`src/bdp_ramp.sv`:
```
// shared constants and types, and the dual-slope dimming ramp counter
package bdp_pkg;
    localparam int RAMP_W = 8;
    localparam int LEVEL_W = 9;
    localparam logic [RAMP_W-1:0] RAMP_MIN = 8'h00;
    localparam logic [RAMP_W-1:0] RAMP_MAX = 8'hff;
    localparam logic [RAMP_W-1:0] FLOOR_COUNT = 8'h08;
    localparam logic [LEVEL_W-1:0] LEVEL_FULL = 9'h100;
    // 12.5 % of a 512-count period is 64 on-counts, i.e. level 32
    localparam logic [LEVEL_W-1:0] LOW_DUTY_LEVEL = 9'h020;
    localparam logic [5:0] BLANK_COUNTS = 6'h30;
    localparam int PERIOD_COUNTS = 512;
    localparam int CLK_HZ = 20000000;
    // nominal timebase: 250 Hz burst times 512 counts
    localparam int OSC_HZ = 128000;
    localparam int OSC_DIV = CLK_HZ / OSC_HZ;
    localparam int DIV_W = 16;

    typedef struct packed {
        logic [RAMP_W-1:0] count;
        logic down;
    } bdp_ramp_type;

    typedef enum logic [1:0] {
        IGN_HOLD = 2'b00,
        IGN_MASK = 2'b01,
        IGN_DONE = 2'b10
    } bdp_ign_type;
endpackage

`timescale 1ns/100ps
module bdp_ramp
(
    // clock and reset
    input wire logic clk_sys_i,
    input wire logic rst_i,
    // timebase count
    input wire logic tick_i,
    // ramp state
    output bdp_pkg::bdp_ramp_type ramp_o
);
    bdp_pkg::bdp_ramp_type ramp_q;
    logic [9:0] period_q;

    assign ramp_o = ramp_q;

    // each end value is held for two counts so up plus down is 512 counts
    always_ff @(posedge clk_sys_i or posedge rst_i)
    begin
        if (rst_i)
        begin
            ramp_q <= '0;
        end
        else if (tick_i)
        begin
            if (!ramp_q.down)
            begin
                if (ramp_q.count == bdp_pkg::RAMP_MAX)
                    ramp_q.down <= 1'b1;
                else
                    ramp_q.count <= ramp_q.count + 8'h01;
            end
            else
            begin
                if (ramp_q.count == bdp_pkg::RAMP_MIN)
                    ramp_q.down <= 1'b0;
                else
                    ramp_q.count <= ramp_q.count - 8'h01;
            end
        end
    end

    // helper: counts ticks within one period, for checking only
    always_ff @(posedge clk_sys_i or posedge rst_i)
    begin
        if (rst_i)
            period_q <= 10'h000;
        else if (tick_i)
            period_q <= (ramp_q.down && ramp_q.count == bdp_pkg::RAMP_MIN) ? 10'h000 : period_q + 10'h001;
    end

    turn_top_a: assert property (@(posedge clk_sys_i) disable iff (rst_i)
        tick_i && !ramp_q.down && ramp_q.count == bdp_pkg::RAMP_MAX |=> ramp_q.down && ramp_q.count == bdp_pkg::RAMP_MAX)
        else $error("ramp did not turn at top");
    period_len_a: assert property (@(posedge clk_sys_i) disable iff (rst_i)
        tick_i && ramp_q.down && ramp_q.count == bdp_pkg::RAMP_MIN |-> period_q == 10'(bdp_pkg::PERIOD_COUNTS - 1))
        else $error("ramp period is not 512 counts");
endmodule

```
`src/bdp_top.sv`:
```
// burst dimming pwm with ignition mask and open-lamp fault latch
`timescale 1ns/100ps
module bdp_top
#(
    parameter int OSC_DIV = bdp_pkg::OSC_DIV
)
(
    // clock and reset
    input wire logic clk_sys_i,
    input wire logic rst_i,
    // timebase
    input wire logic ext_timebase_sel_i,
    input wire logic burst_timebase_in_i,
    // control
    input wire logic enable_i,
    input wire logic uvlo_i,
    input wire logic [bdp_pkg::LEVEL_W-1:0] brightness_level_i,
    // lamp sensing and ignition timer
    input wire logic lamp_current_ok_i,
    input wire logic ignition_mask_timer_i,
    // outputs
    output logic lamp_drive_o,
    output logic fault_o,
    output logic ignition_done_o,
    output logic ignition_discharge_o
);
    logic [bdp_pkg::DIV_W-1:0] div_q;
    logic ext_prev_q;
    logic tick_q;
    bdp_pkg::bdp_ramp_type ramp;
    logic active;
    logic drive_q;
    logic [5:0] blank_q;
    logic blank_done;
    logic sample_ok;
    logic fault_set;
    logic fault_q;
    bdp_pkg::bdp_ign_type ign_q;
    bdp_pkg::bdp_ign_type ign_d;
    logic done_q;
    logic discharge_q;

    assign lamp_drive_o = drive_q;
    assign fault_o = fault_q;
    assign ignition_done_o = done_q;
    assign ignition_discharge_o = discharge_q;

    // enable low or undervoltage act as a level reset of the lamp logic
    assign active = enable_i && !uvlo_i;

    // internal timebase divider
    always_ff @(posedge clk_sys_i or posedge rst_i)
    begin
        if (rst_i)
            div_q <= '0;
        else if (div_q == bdp_pkg::DIV_W'(OSC_DIV - 1))
            div_q <= '0;
        else
            div_q <= div_q + 16'h0001;
    end

    always_ff @(posedge clk_sys_i or posedge rst_i)
    begin
        if (rst_i)
            ext_prev_q <= 1'b0;
        else
            ext_prev_q <= burst_timebase_in_i;
    end

    // one tick per timebase count; external rising edges replace the divider
    always_ff @(posedge clk_sys_i or posedge rst_i)
    begin
        if (rst_i)
            tick_q <= 1'b0;
        else if (ext_timebase_sel_i)
            tick_q <= burst_timebase_in_i && !ext_prev_q;
        else
            tick_q <= (div_q == bdp_pkg::DIV_W'(OSC_DIV - 1));
    end

    tick_int_a: assert property (@(posedge clk_sys_i) disable iff (rst_i)
        !ext_timebase_sel_i && div_q == bdp_pkg::DIV_W'(OSC_DIV - 1) |=> tick_q)
        else $error("divider wrap gave no count");
    int_quiet_a: assert property (@(posedge clk_sys_i) disable iff (rst_i)
        !ext_timebase_sel_i && div_q != bdp_pkg::DIV_W'(OSC_DIV - 1) |=> !tick_q)
        else $error("internal count off the divider wrap");
    ext_quiet_a: assert property (@(posedge clk_sys_i) disable iff (rst_i)
        ext_timebase_sel_i && !(burst_timebase_in_i && !ext_prev_q) |=> !tick_q)
        else $error("external count without a rising edge");

    bdp_ramp u_ramp
    (
        .clk_sys_i(clk_sys_i),
        .rst_i(rst_i),
        .tick_i(tick_q),
        .ramp_o(ramp)
    );

    // compare once per count; level is 9 bits so full scale 256 never loses
    always_ff @(posedge clk_sys_i or posedge rst_i)
    begin
        if (rst_i)
            drive_q <= 1'b0;
        else if (!active || fault_q || fault_set)
            drive_q <= 1'b0;
        else if (tick_q)
            drive_q <= (ramp.count < bdp_pkg::FLOOR_COUNT)
                || (brightness_level_i > {1'b0, ramp.count});
    end

    // drive may only move on a count or a shutdown
    drive_hold_a: assert property (@(posedge clk_sys_i) disable iff (rst_i)
        !tick_q && active && !fault_q && !fault_set |=> $stable(drive_q))
        else $error("drive changed between counts");

    // blanking after the rising edge of drive, counted in ramp counts
    always_ff @(posedge clk_sys_i or posedge rst_i)
    begin
        if (rst_i)
            blank_q <= '0;
        else if (!drive_q)
            blank_q <= '0;
        else if (tick_q && !blank_done)
            blank_q <= blank_q + 6'h01;
    end

    assign blank_done = (blank_q == bdp_pkg::BLANK_COUNTS);

    // blanking restarts on every rise, so a short run never samples
    blank_clear_a: assert property (@(posedge clk_sys_i) disable iff (rst_i)
        !drive_q |=> blank_q == 6'h00)
        else $error("blanking not restarted while drive low");
    blank_step_a: assert property (@(posedge clk_sys_i) disable iff (rst_i)
        drive_q && tick_q && !blank_done |=> blank_q == $past(blank_q) + 6'h01)
        else $error("blanking missed a count");
    blank_limit_a: assert property (@(posedge clk_sys_i) disable iff (rst_i)
        blank_q <= bdp_pkg::BLANK_COUNTS)
        else $error("blanking counter overran");
    rise_blank_a: assert property (@(posedge clk_sys_i) disable iff (rst_i)
        $rose(drive_q) |-> blank_q == 6'h00)
        else $error("drive rose with blanking already counted");

    // sensing needs drive high, blanking over, ignition done and duty high enough
    assign sample_ok = tick_q && drive_q && blank_done
        && done_q
        && (brightness_level_i >= bdp_pkg::LOW_DUTY_LEVEL);
    assign fault_set = active && sample_ok && !lamp_current_ok_i;

    // enable or undervoltage clear wins: it is a reset level, not an event clear
    always_ff @(posedge clk_sys_i or posedge rst_i)
    begin
        if (rst_i)
            fault_q <= 1'b0;
        else if (!active)
            fault_q <= 1'b0;
        else if (fault_set)
            fault_q <= 1'b1;
    end

    fault_set_a: assert property (@(posedge clk_sys_i) disable iff (rst_i)
        fault_set |=> fault_q && !drive_q)
        else $error("valid dark sample did not shut down");

    always_comb
    begin
        ign_d = ign_q;
        if (!active)
            ign_d = bdp_pkg::IGN_HOLD;
        else
        begin
            unique case (ign_q)
                bdp_pkg::IGN_HOLD:
                begin
                    ign_d = bdp_pkg::IGN_MASK;
                end
                bdp_pkg::IGN_MASK:
                begin
                    if (ignition_mask_timer_i)
                        ign_d = bdp_pkg::IGN_DONE;
                end
                bdp_pkg::IGN_DONE:
                begin
                    ign_d = bdp_pkg::IGN_DONE;
                end
                default:
                begin
                    ign_d = bdp_pkg::IGN_HOLD;
                end
            endcase
        end
    end

    // power-up starts the mask interval like an enable rise
    always_ff @(posedge clk_sys_i or posedge rst_i)
    begin
        if (rst_i)
            ign_q <= bdp_pkg::IGN_HOLD;
        else
            ign_q <= ign_d;
    end

    always_ff @(posedge clk_sys_i or posedge rst_i)
    begin
        if (rst_i)
            done_q <= 1'b0;
        else
            done_q <= (ign_d == bdp_pkg::IGN_DONE);
    end

    // timer held discharged while disabled and once the interval has ended
    always_ff @(posedge clk_sys_i or posedge rst_i)
    begin
        if (rst_i)
            discharge_q <= 1'b1;
        else
            discharge_q <= (ign_d != bdp_pkg::IGN_MASK);
    end

    ign_hold_a: assert property (@(posedge clk_sys_i) disable iff (rst_i)
        active && ign_q == bdp_pkg::IGN_MASK && !ignition_mask_timer_i |=> ign_q == bdp_pkg::IGN_MASK && !done_q)
        else $error("ignition interval ended early");
    done_stay_a: assert property (@(posedge clk_sys_i) disable iff (rst_i)
        done_q && active |=> done_q)
        else $error("interval done state lost");
    hold_state_a: assert property (@(posedge clk_sys_i) disable iff (rst_i)
        !active |=> ign_q == bdp_pkg::IGN_HOLD)
        else $error("ignition state not held while off");

    ext_tick_a: assert property (@(posedge clk_sys_i) disable iff (rst_i)
        ext_timebase_sel_i && burst_timebase_in_i && !ext_prev_q |=> tick_q)
        else $error("external edge gave no count");
    floor_high_a: assert property (@(posedge clk_sys_i) disable iff (rst_i)
        tick_q && active && !fault_q && !fault_set && ramp.count < bdp_pkg::FLOOR_COUNT |=> drive_q)
        else $error("floor did not force drive high");
    compare_high_a: assert property (@(posedge clk_sys_i) disable iff (rst_i)
        tick_q && active && !fault_q && !fault_set && brightness_level_i > {1'b0, ramp.count} |=> drive_q)
        else $error("level above count but drive low");
    compare_low_a: assert property (@(posedge clk_sys_i) disable iff (rst_i)
        tick_q && ramp.count >= bdp_pkg::FLOOR_COUNT && brightness_level_i <= {1'b0, ramp.count} |=> !drive_q)
        else $error("drive high above level");
    full_scale_a: assert property (@(posedge clk_sys_i) disable iff (rst_i)
        active && !fault_q && !fault_set && tick_q && brightness_level_i >= bdp_pkg::LEVEL_FULL |=> drive_q)
        else $error("full scale not 100 percent");
    disable_off_a: assert property (@(posedge clk_sys_i) disable iff (rst_i)
        !enable_i |=> !drive_q && !fault_q && discharge_q && !done_q)
        else $error("enable low did not reset lamp logic");
    uvlo_off_a: assert property (@(posedge clk_sys_i) disable iff (rst_i)
        uvlo_i |=> !drive_q && !fault_q && !done_q)
        else $error("undervoltage did not reset lamp logic");
    fault_off_a: assert property (@(posedge clk_sys_i) disable iff (rst_i)
        fault_q |-> !drive_q)
        else $error("drive high during fault");
    fault_cause_a: assert property (@(posedge clk_sys_i) disable iff (rst_i)
        $rose(fault_q) |-> $past(drive_q) && !$past(lamp_current_ok_i) && $past(tick_q))
        else $error("fault without valid sample");
    fault_blank_a: assert property (@(posedge clk_sys_i) disable iff (rst_i)
        $rose(fault_q) |-> $past(blank_q) == bdp_pkg::BLANK_COUNTS)
        else $error("fault inside blanking");
    fault_mask_a: assert property (@(posedge clk_sys_i) disable iff (rst_i)
        $rose(fault_q) |-> $past(done_q))
        else $error("fault during ignition interval");
    low_duty_a: assert property (@(posedge clk_sys_i) disable iff (rst_i)
        $rose(fault_q) |-> $past(brightness_level_i) >= bdp_pkg::LOW_DUTY_LEVEL)
        else $error("fault at low duty");
    fault_hold_a: assert property (@(posedge clk_sys_i) disable iff (rst_i)
        fault_q && active |=> fault_q)
        else $error("fault latch released");
    ign_restart_a: assert property (@(posedge clk_sys_i) disable iff (rst_i)
        $rose(active) |=> ign_q == bdp_pkg::IGN_MASK ##1 !discharge_q || !active)
        else $error("enable rise did not restart interval");
    ign_done_a: assert property (@(posedge clk_sys_i) disable iff (rst_i)
        active && ign_q == bdp_pkg::IGN_MASK && ignition_mask_timer_i |=> done_q && discharge_q)
        else $error("interval end not latched and discharged");

    fault_seen_c: cover property (@(posedge clk_sys_i) disable iff (rst_i) $rose(fault_q));
    ign_end_c: cover property (@(posedge clk_sys_i) disable iff (rst_i) $rose(done_q));
    ext_drive_c: cover property (@(posedge clk_sys_i) disable iff (rst_i)
        ext_timebase_sel_i && $rose(drive_q));
    enable_cycle_c: cover property (@(posedge clk_sys_i) disable iff (rst_i)
        fault_q ##1 !enable_i ##1 enable_i);
    restart_c: cover property (@(posedge clk_sys_i) disable iff (rst_i)
        uvlo_i ##1 !uvlo_i);
endmodule

```
`config.mk`:
```
export PLATFORM = sky130hd
export DESIGN_NAME = bdp_top
export DESIGN_NICKNAME = d
export VERILOG_FILES = /design/src/bdp_ramp.sv /design/src/bdp_top.sv
export SDC_FILE = /design/constraint.sdc
export NUM_CORES = 1
export LEC_CHECK = 0
export BUFFER_PORTS_ARGS = -buffer_cell sky130_fd_sc_hd__buf_4
export CAP_MARGIN = 20
export CORE_ASPECT_RATIO = 1.4
export CORE_UTILIZATION = 52
export DETAILED_ROUTE_END_ITERATION = 8
export GPL_TIMING_DRIVEN = 0
export PLACE_DENSITY_LB_ADDON = 0.12
export SYNTH_ARGS = -nofsm -noshare
export SYNTH_HDL_FRONTEND = slang
export SYNTH_SLANG_ARGS = --single-unit
```
`constraint.sdc`:
```
create_clock -name clk_sys_i -period 5.2 [get_ports clk_sys_i]
set_input_delay 0.52 -clock clk_sys_i [delete_from_list [all_inputs] [get_ports clk_sys_i]]
set_output_delay 0.52 -clock clk_sys_i [all_outputs]
set_load 0.01 [all_outputs]
```
---- Word level (Yosys, flattened, before mapping) ----
Cells that the tools add are included.
storage, ports and cells
  register bits ........................... 39
  word-level logic and storage cells ...... 66
  input port bits ......................... 17
  output and inout port bits .............. 4
operators by class
  eq/ne operators ......................... 11
  add/subtract/negate cells ............... 4
  $lt $le $gt $ge ......................... 3
  mux-type cells .......................... 16
  reductions and logical operators ........ 21
operators with widths
  kind                     count
  $add A16 B1 Y16 const B  1
  $eq A16 B8 Y1 const B    1
  $mux W16                 1
  $mux W8                  2
  $mux W6                  2
  $ge A9 B6 Y1 const B     1
  $gt A9 B8 Y1             1
  $logic_and A1 B1 Y1      9
  $mux W9                  1
  $add A8 B1 Y8 const B    1
  $eq A8 B8 Y1 const B     1
  $logic_not A8 Y1         1
  $lt A8 B4 Y1 const B     1
  $ne A2 B1 Y1 const B     4
  $sub A8 B1 Y8 const B    1
  $mux W1                  7
  $add A6 B1 Y6 const B    1
  $eq A6 B6 Y1 const B     1
  $pmux W2 S3              1
  $logic_not A1 Y1         5
  $eq A2 B2 Y1 const B     2
  $mux W2                  2
  $logic_or A1 B1 Y1       3
  $reduce_and A3 Y1        1
  other kinds (4)          4

---- Logic depth before layout (Yosys ltp) ----
  depth after elaboration ................. 8
  depth in mapped cells ................... 7
  mapped depth without buffers ............ 7

---- By module ----
From an unflattened synthesis, not the netlist that was laid out.
unflattened totals
  cells, all modules ...................... 221
  area total of the unflattened synthesis .. 2,257.2 µm²
by module, submodules not included
  module    cells an instance  area an instance (µm²)  seq. area each (µm²)  instances
  bdp_top   153                1,572.8                 752.0                 1
  bdp_ramp  68                 684.4                   225.2                 1

---- Least setup slack after synthesis ----
No wires, ideal clock.
  path kind ............................... reg-to-reg
  start point ............................. register u_ramp.ramp_q, in the netlist u_ramp.ramp_o[0]
  end point ............................... register u_ramp.ramp_q, in the netlist u_ramp.ramp_o[7]
  cell stages (with the launch flop) ...... 7
  data required time ...................... 5.080 ns
  data arrival time ....................... 1.887 ns
  period minus slack after synthesis ...... 2.007 ns
  setup slack ............................. 3.193 ns
  path buffers ............................ 0
  library setup time ...................... 0.120 ns
  path through ............................ dfrtp_1 ha_1 nor2b_1 o31a_1 o21a_1 or3_1 a31o_1
on the way
  longest elaborated chain between the ends .. 2
  elaborated cells between the ends (all ways) .. 4
  those cells by class .................... eq/ne: 2; mux: 1; reduce/logical: 1
ends and longest elaborated chain
  item                                                    RTL line        text
  from (decl)                                             bdp_ramp.sv:42  bdp_pkg::bdp_ramp_type ramp_q;
  $ne A2 B1 Y1 (no line) or $ne A2 B2 Y1 (tied branches)  --
  $reduce_and A3 Y1 (no line)                             --
Parallel ways exist; a longest one is shown, timed or not.
A chain may end at the register's enable or synchronous reset.

---- Worst setup path after layout ----
Same ends and word-level chain as after synthesis.

==> impl_metrics.csv <==
group,metric,value,unit
status,status,"finished, violations left",
status,violations,"design-rule violations",
run,drv_cap,0,
floorplanning,die_area,4550,µm²
final_layout,final_layout_size_suffix_gt1_frac,0.164,
sta,max_slew.worst_pin.slew,0.803,ns
critical_path,required,5.39,ns
floorplanning,rows,27,
sta,timing.hold.ws,0.347,ns
power_and_ir_drop,power_density,329,nW/µm²
global_route,grt_max_degree,40,
synth,synth_edf_count,0,
placed_design,gp_congestion,0.807,
global_route,grt_antenna_before_repair,0,
cts,clk_pin_slew,0.08,ns
global_route,grt_pass1_wl,7400,µm
synth,synth_cell_types,49,
power_and_ir_drop,p_clk_frac,0.353,
synth,synth-main-ff-cell,"dfrtp_1",
cts,post-cts-setup-buffers,0,
synth,syn-num-nets,257,
floorplanning,ios,21,
power_and_ir_drop,vdd_drop_max,0.228,mV
sta,finalHoldViolCount,0,
cts,clk_latency,0.29,ns
final_layout,nNetsFinal,284,
critical_path,critPathArrivalTime,2.38,ns
critical_path,crit_fanout,12,
critical_path,cpPeakStageDelay,0.54,ns
global_route,grt-ovfl-total,0,
power_and_ir_drop,power.share.sequential,0.415,
sta,setup_viol,0,
critical_path,critical_path_class,"flop to flop",
synth,synth_top_cell_by_area,"dfrtp_1",
critical_path,r2r-start,"u_ramp.ramp_o[0]",
floorplanning,core_area,4020,µm²
synth,synth.area.top_cells,"dfrtp_1 (43%), ha_1 (9.6%), xnor2_1 (5.9%), nor2_1 (4.2%), xor2_1 (2.8%)",
final_layout,final_core_util,0.637,
cts,h-tree-depth,2,
sta,drv_slew,0,
power_and_ir_drop,p_leak,1.18,nW
synth,synth_seq_cells,39,
final_layout,diodes,0,
critical_path,crit_buf_inv,0,
synth,synth_area,2230,µm²
routing,routed_via_density,5.69,
routing,drc,2,
min_path,hold_class,"primary input to flop",
routing,vias,1668,
synth,yosys_warnings,0,
synth,synth_area_per_cell,10.0,µm²
power_and_ir_drop,p_switching,0.000237,W
critical_path,worstSetupStartpointType,"flop",
sta,tns,0,ns
synth,yosys-top-cells-count,"dfrtp_1 (38), nor2_1 (25), ha_1 (17), inv_1 (16)",
floorplanning,fp.dieW,57.3,µm
sta,finalCritPeriodShare,0.422,
routing,routedWlPerCell,14.5,µm
placed_design,place_inst,285,
routing,drt-initial-drc-count,79,
global_route,grt_pass1_vias,1756,
sta,fmax,456,MHz
synth,ys_seq_area_frac,0.439,
cts,cts_hold_buf,0,
routing,finalWirelength,4240,µm
critical_path,crit_path_top_delay_cell,"dfrtp_1",
cts,cts_inserted_buffers,5,
critical_path,cp-end-kind,"flop",
cts,cts_num_sinks,39,
routing,ant_nets,0,
routing,first_pass_iters,6,
global_route,grt_usage,0.218,
sta,maxSlewHeadroom,0.464,
power_and_ir_drop,pwr-share-comb,0.232,
cts,cts_tree,"built",
synth,synthMostInstantiatedCell,"dfrtp_1",
power_and_ir_drop,swShare,0.281,
sta,rsz0062_at_grt,"false",
final_layout,stdcell_count,293,
floorplanning,fp.dieH,79.4,µm
critical_path,critPathLaunch,"u_ramp.ramp_o[0]",
placed_design,dpl.hpwl,3150,µm
cts,cts_root_buf,"clkbuf_8",
cts,ctsResizeCount,0,
cts,cts_buffer_depth,2,
min_path,min_from,"burst_timebase_in_i",
placed_design,portBuffers,20,
floorplanning,start_util,0.554,
critical_path,crit_chain,"ha_1 > nor2b_1 > o31a_1 > o21a_1 > or3_1 > a31o_1",
critical_path,cp_top_family,"compound AO/OA/AOI/OAI gates",
sta,finalClockSkew,0.00980,ns
synth,synthArstFlopShare,1.00,
power_and_ir_drop,intPower,0.000607,W
sta,layout_min_cycle_time,2.19,ns
final_layout,area_growth,15.1,%
synth,synth_top_area_share,0.427,
synth,synthCells,222,
==> stage by stage <==
step / total power [W] / setup WS [ns] / area, µm²
6_report: 0.000844 / 3.01 / 2560
5_1_grt: 0.000895 / 2.90 / 2560
4_1_cts: 0.000855 / 2.99 / 2560
3_5_place_dp: 0.000552 / 3.00 / 2430
3_3_place_gp: 0.000551 / 3.00 / 2430
2_1_floorplan: 0.000498 / 3.19 / 2230
==> routing by layer <==
| layer | part of all wire | GRT usage | wire (µm) | up-vias |
|---|---|---|---|---|
| met4 | 0.021 | 0.100 | 91 | 0 |
| met1 | 0.42 | 0.240 | 1760 | 802 |
| met3 | 0.030 | 0.0454 | 126 | 8 |
| li1 | - | - | - | 829 |
| met2 | 0.53 | 0.398 | 2260 | 29 |
| met5 | 0 | 0 | 0 | - |
==> power groups by stage <==
stage / logic [W] / registers [W] / clock network [W]
3_3_place_gp: 0.000195 / 0.000356 / 0
4_1_cts: 0.000199 / 0.000350 / 0.000306
6_report: 0.000196 / 0.000351 / 0.000298
3_5_place_dp: 0.000196 / 0.000356 / 0
5_1_grt: 0.000224 / 0.000353 / 0.000317
2_1_floorplan: 0.000153 / 0.000346 / 0
==> layout make-up <==
cell class	instances	area [µm²]
inverter	16	60.1
timing repair buffer	20	150
buffer	2	15.0
sequential	39	977
multi-input combinational	165	1170
clock buffer	6	72.6
clock inverter	2	60.1
fill	350	1460
tap	43	53.8
==> cell families after synthesis <==
logic type / count (synthesis) / share of synthesized area
DFF: 39 / 0.439
muxes: 2 / 0.00956
adders and majority gates: 18 / 0.105
AOI/OAI and AO/OA: 34 / 0.111
xor gates and xnor gates: 23 / 0.0939
and+or+nand+nor: 88 / 0.209
buffers and inverters: 18 / 0.0337
==> placed cells by master (no fill, tap or decap), types with 3 or more instances in the layout <==
| cell type | count |
|---|---|
| and3_1 | 3 |
| nor3_1 | 3 |
| ha_1 | 17 |
| o21ai_2 | 4 |
| xnor2_1 | 15 |
| inv_1 | 15 |
| dfrtp_1 | 38 |
| a21o_1 | 4 |
| and2_1 | 4 |
| nor4_1 | 3 |
| nand3_1 | 11 |
| clkbuf_8 | 5 |
| nor2_1 | 25 |
| or3_1 | 3 |
| buf_4 | 20 |
| nand2_1 | 15 |
| xor2_1 | 7 |
| o21ai_0 | 4 |
| a21oi_1 | 5 |
| nand4_1 | 9 |
==> path summary, 6_finish.rpt <==
path                       depth (start not counted)  slack, ns          endpoint
setup / recovery                                   6       3.01  u_ramp.ramp_o[7]
max in group asynchronous                          2       4.30          div_q[4]
hold reg to reg                                    1       0.48         div_q[15]
min in group asynchronous                          2       0.38        blank_q[3]
hold / removal                                     1       0.35        ext_prev_q
setup reg to reg                                   6       3.01  u_ramp.ramp_o[7]
==> registers in the layout, summed over array words and instances, names as in the netlist <==
signal	count
lamp_drive_o	1
ext_prev_q	1
tick_q	1
ign_q	2
div_q	16
blank_q	6
fault_o	1
ignition_discharge_o	1
u_ramp.ramp_o	9
ignition_done_o	1
(Power assumes the default switching activity.)
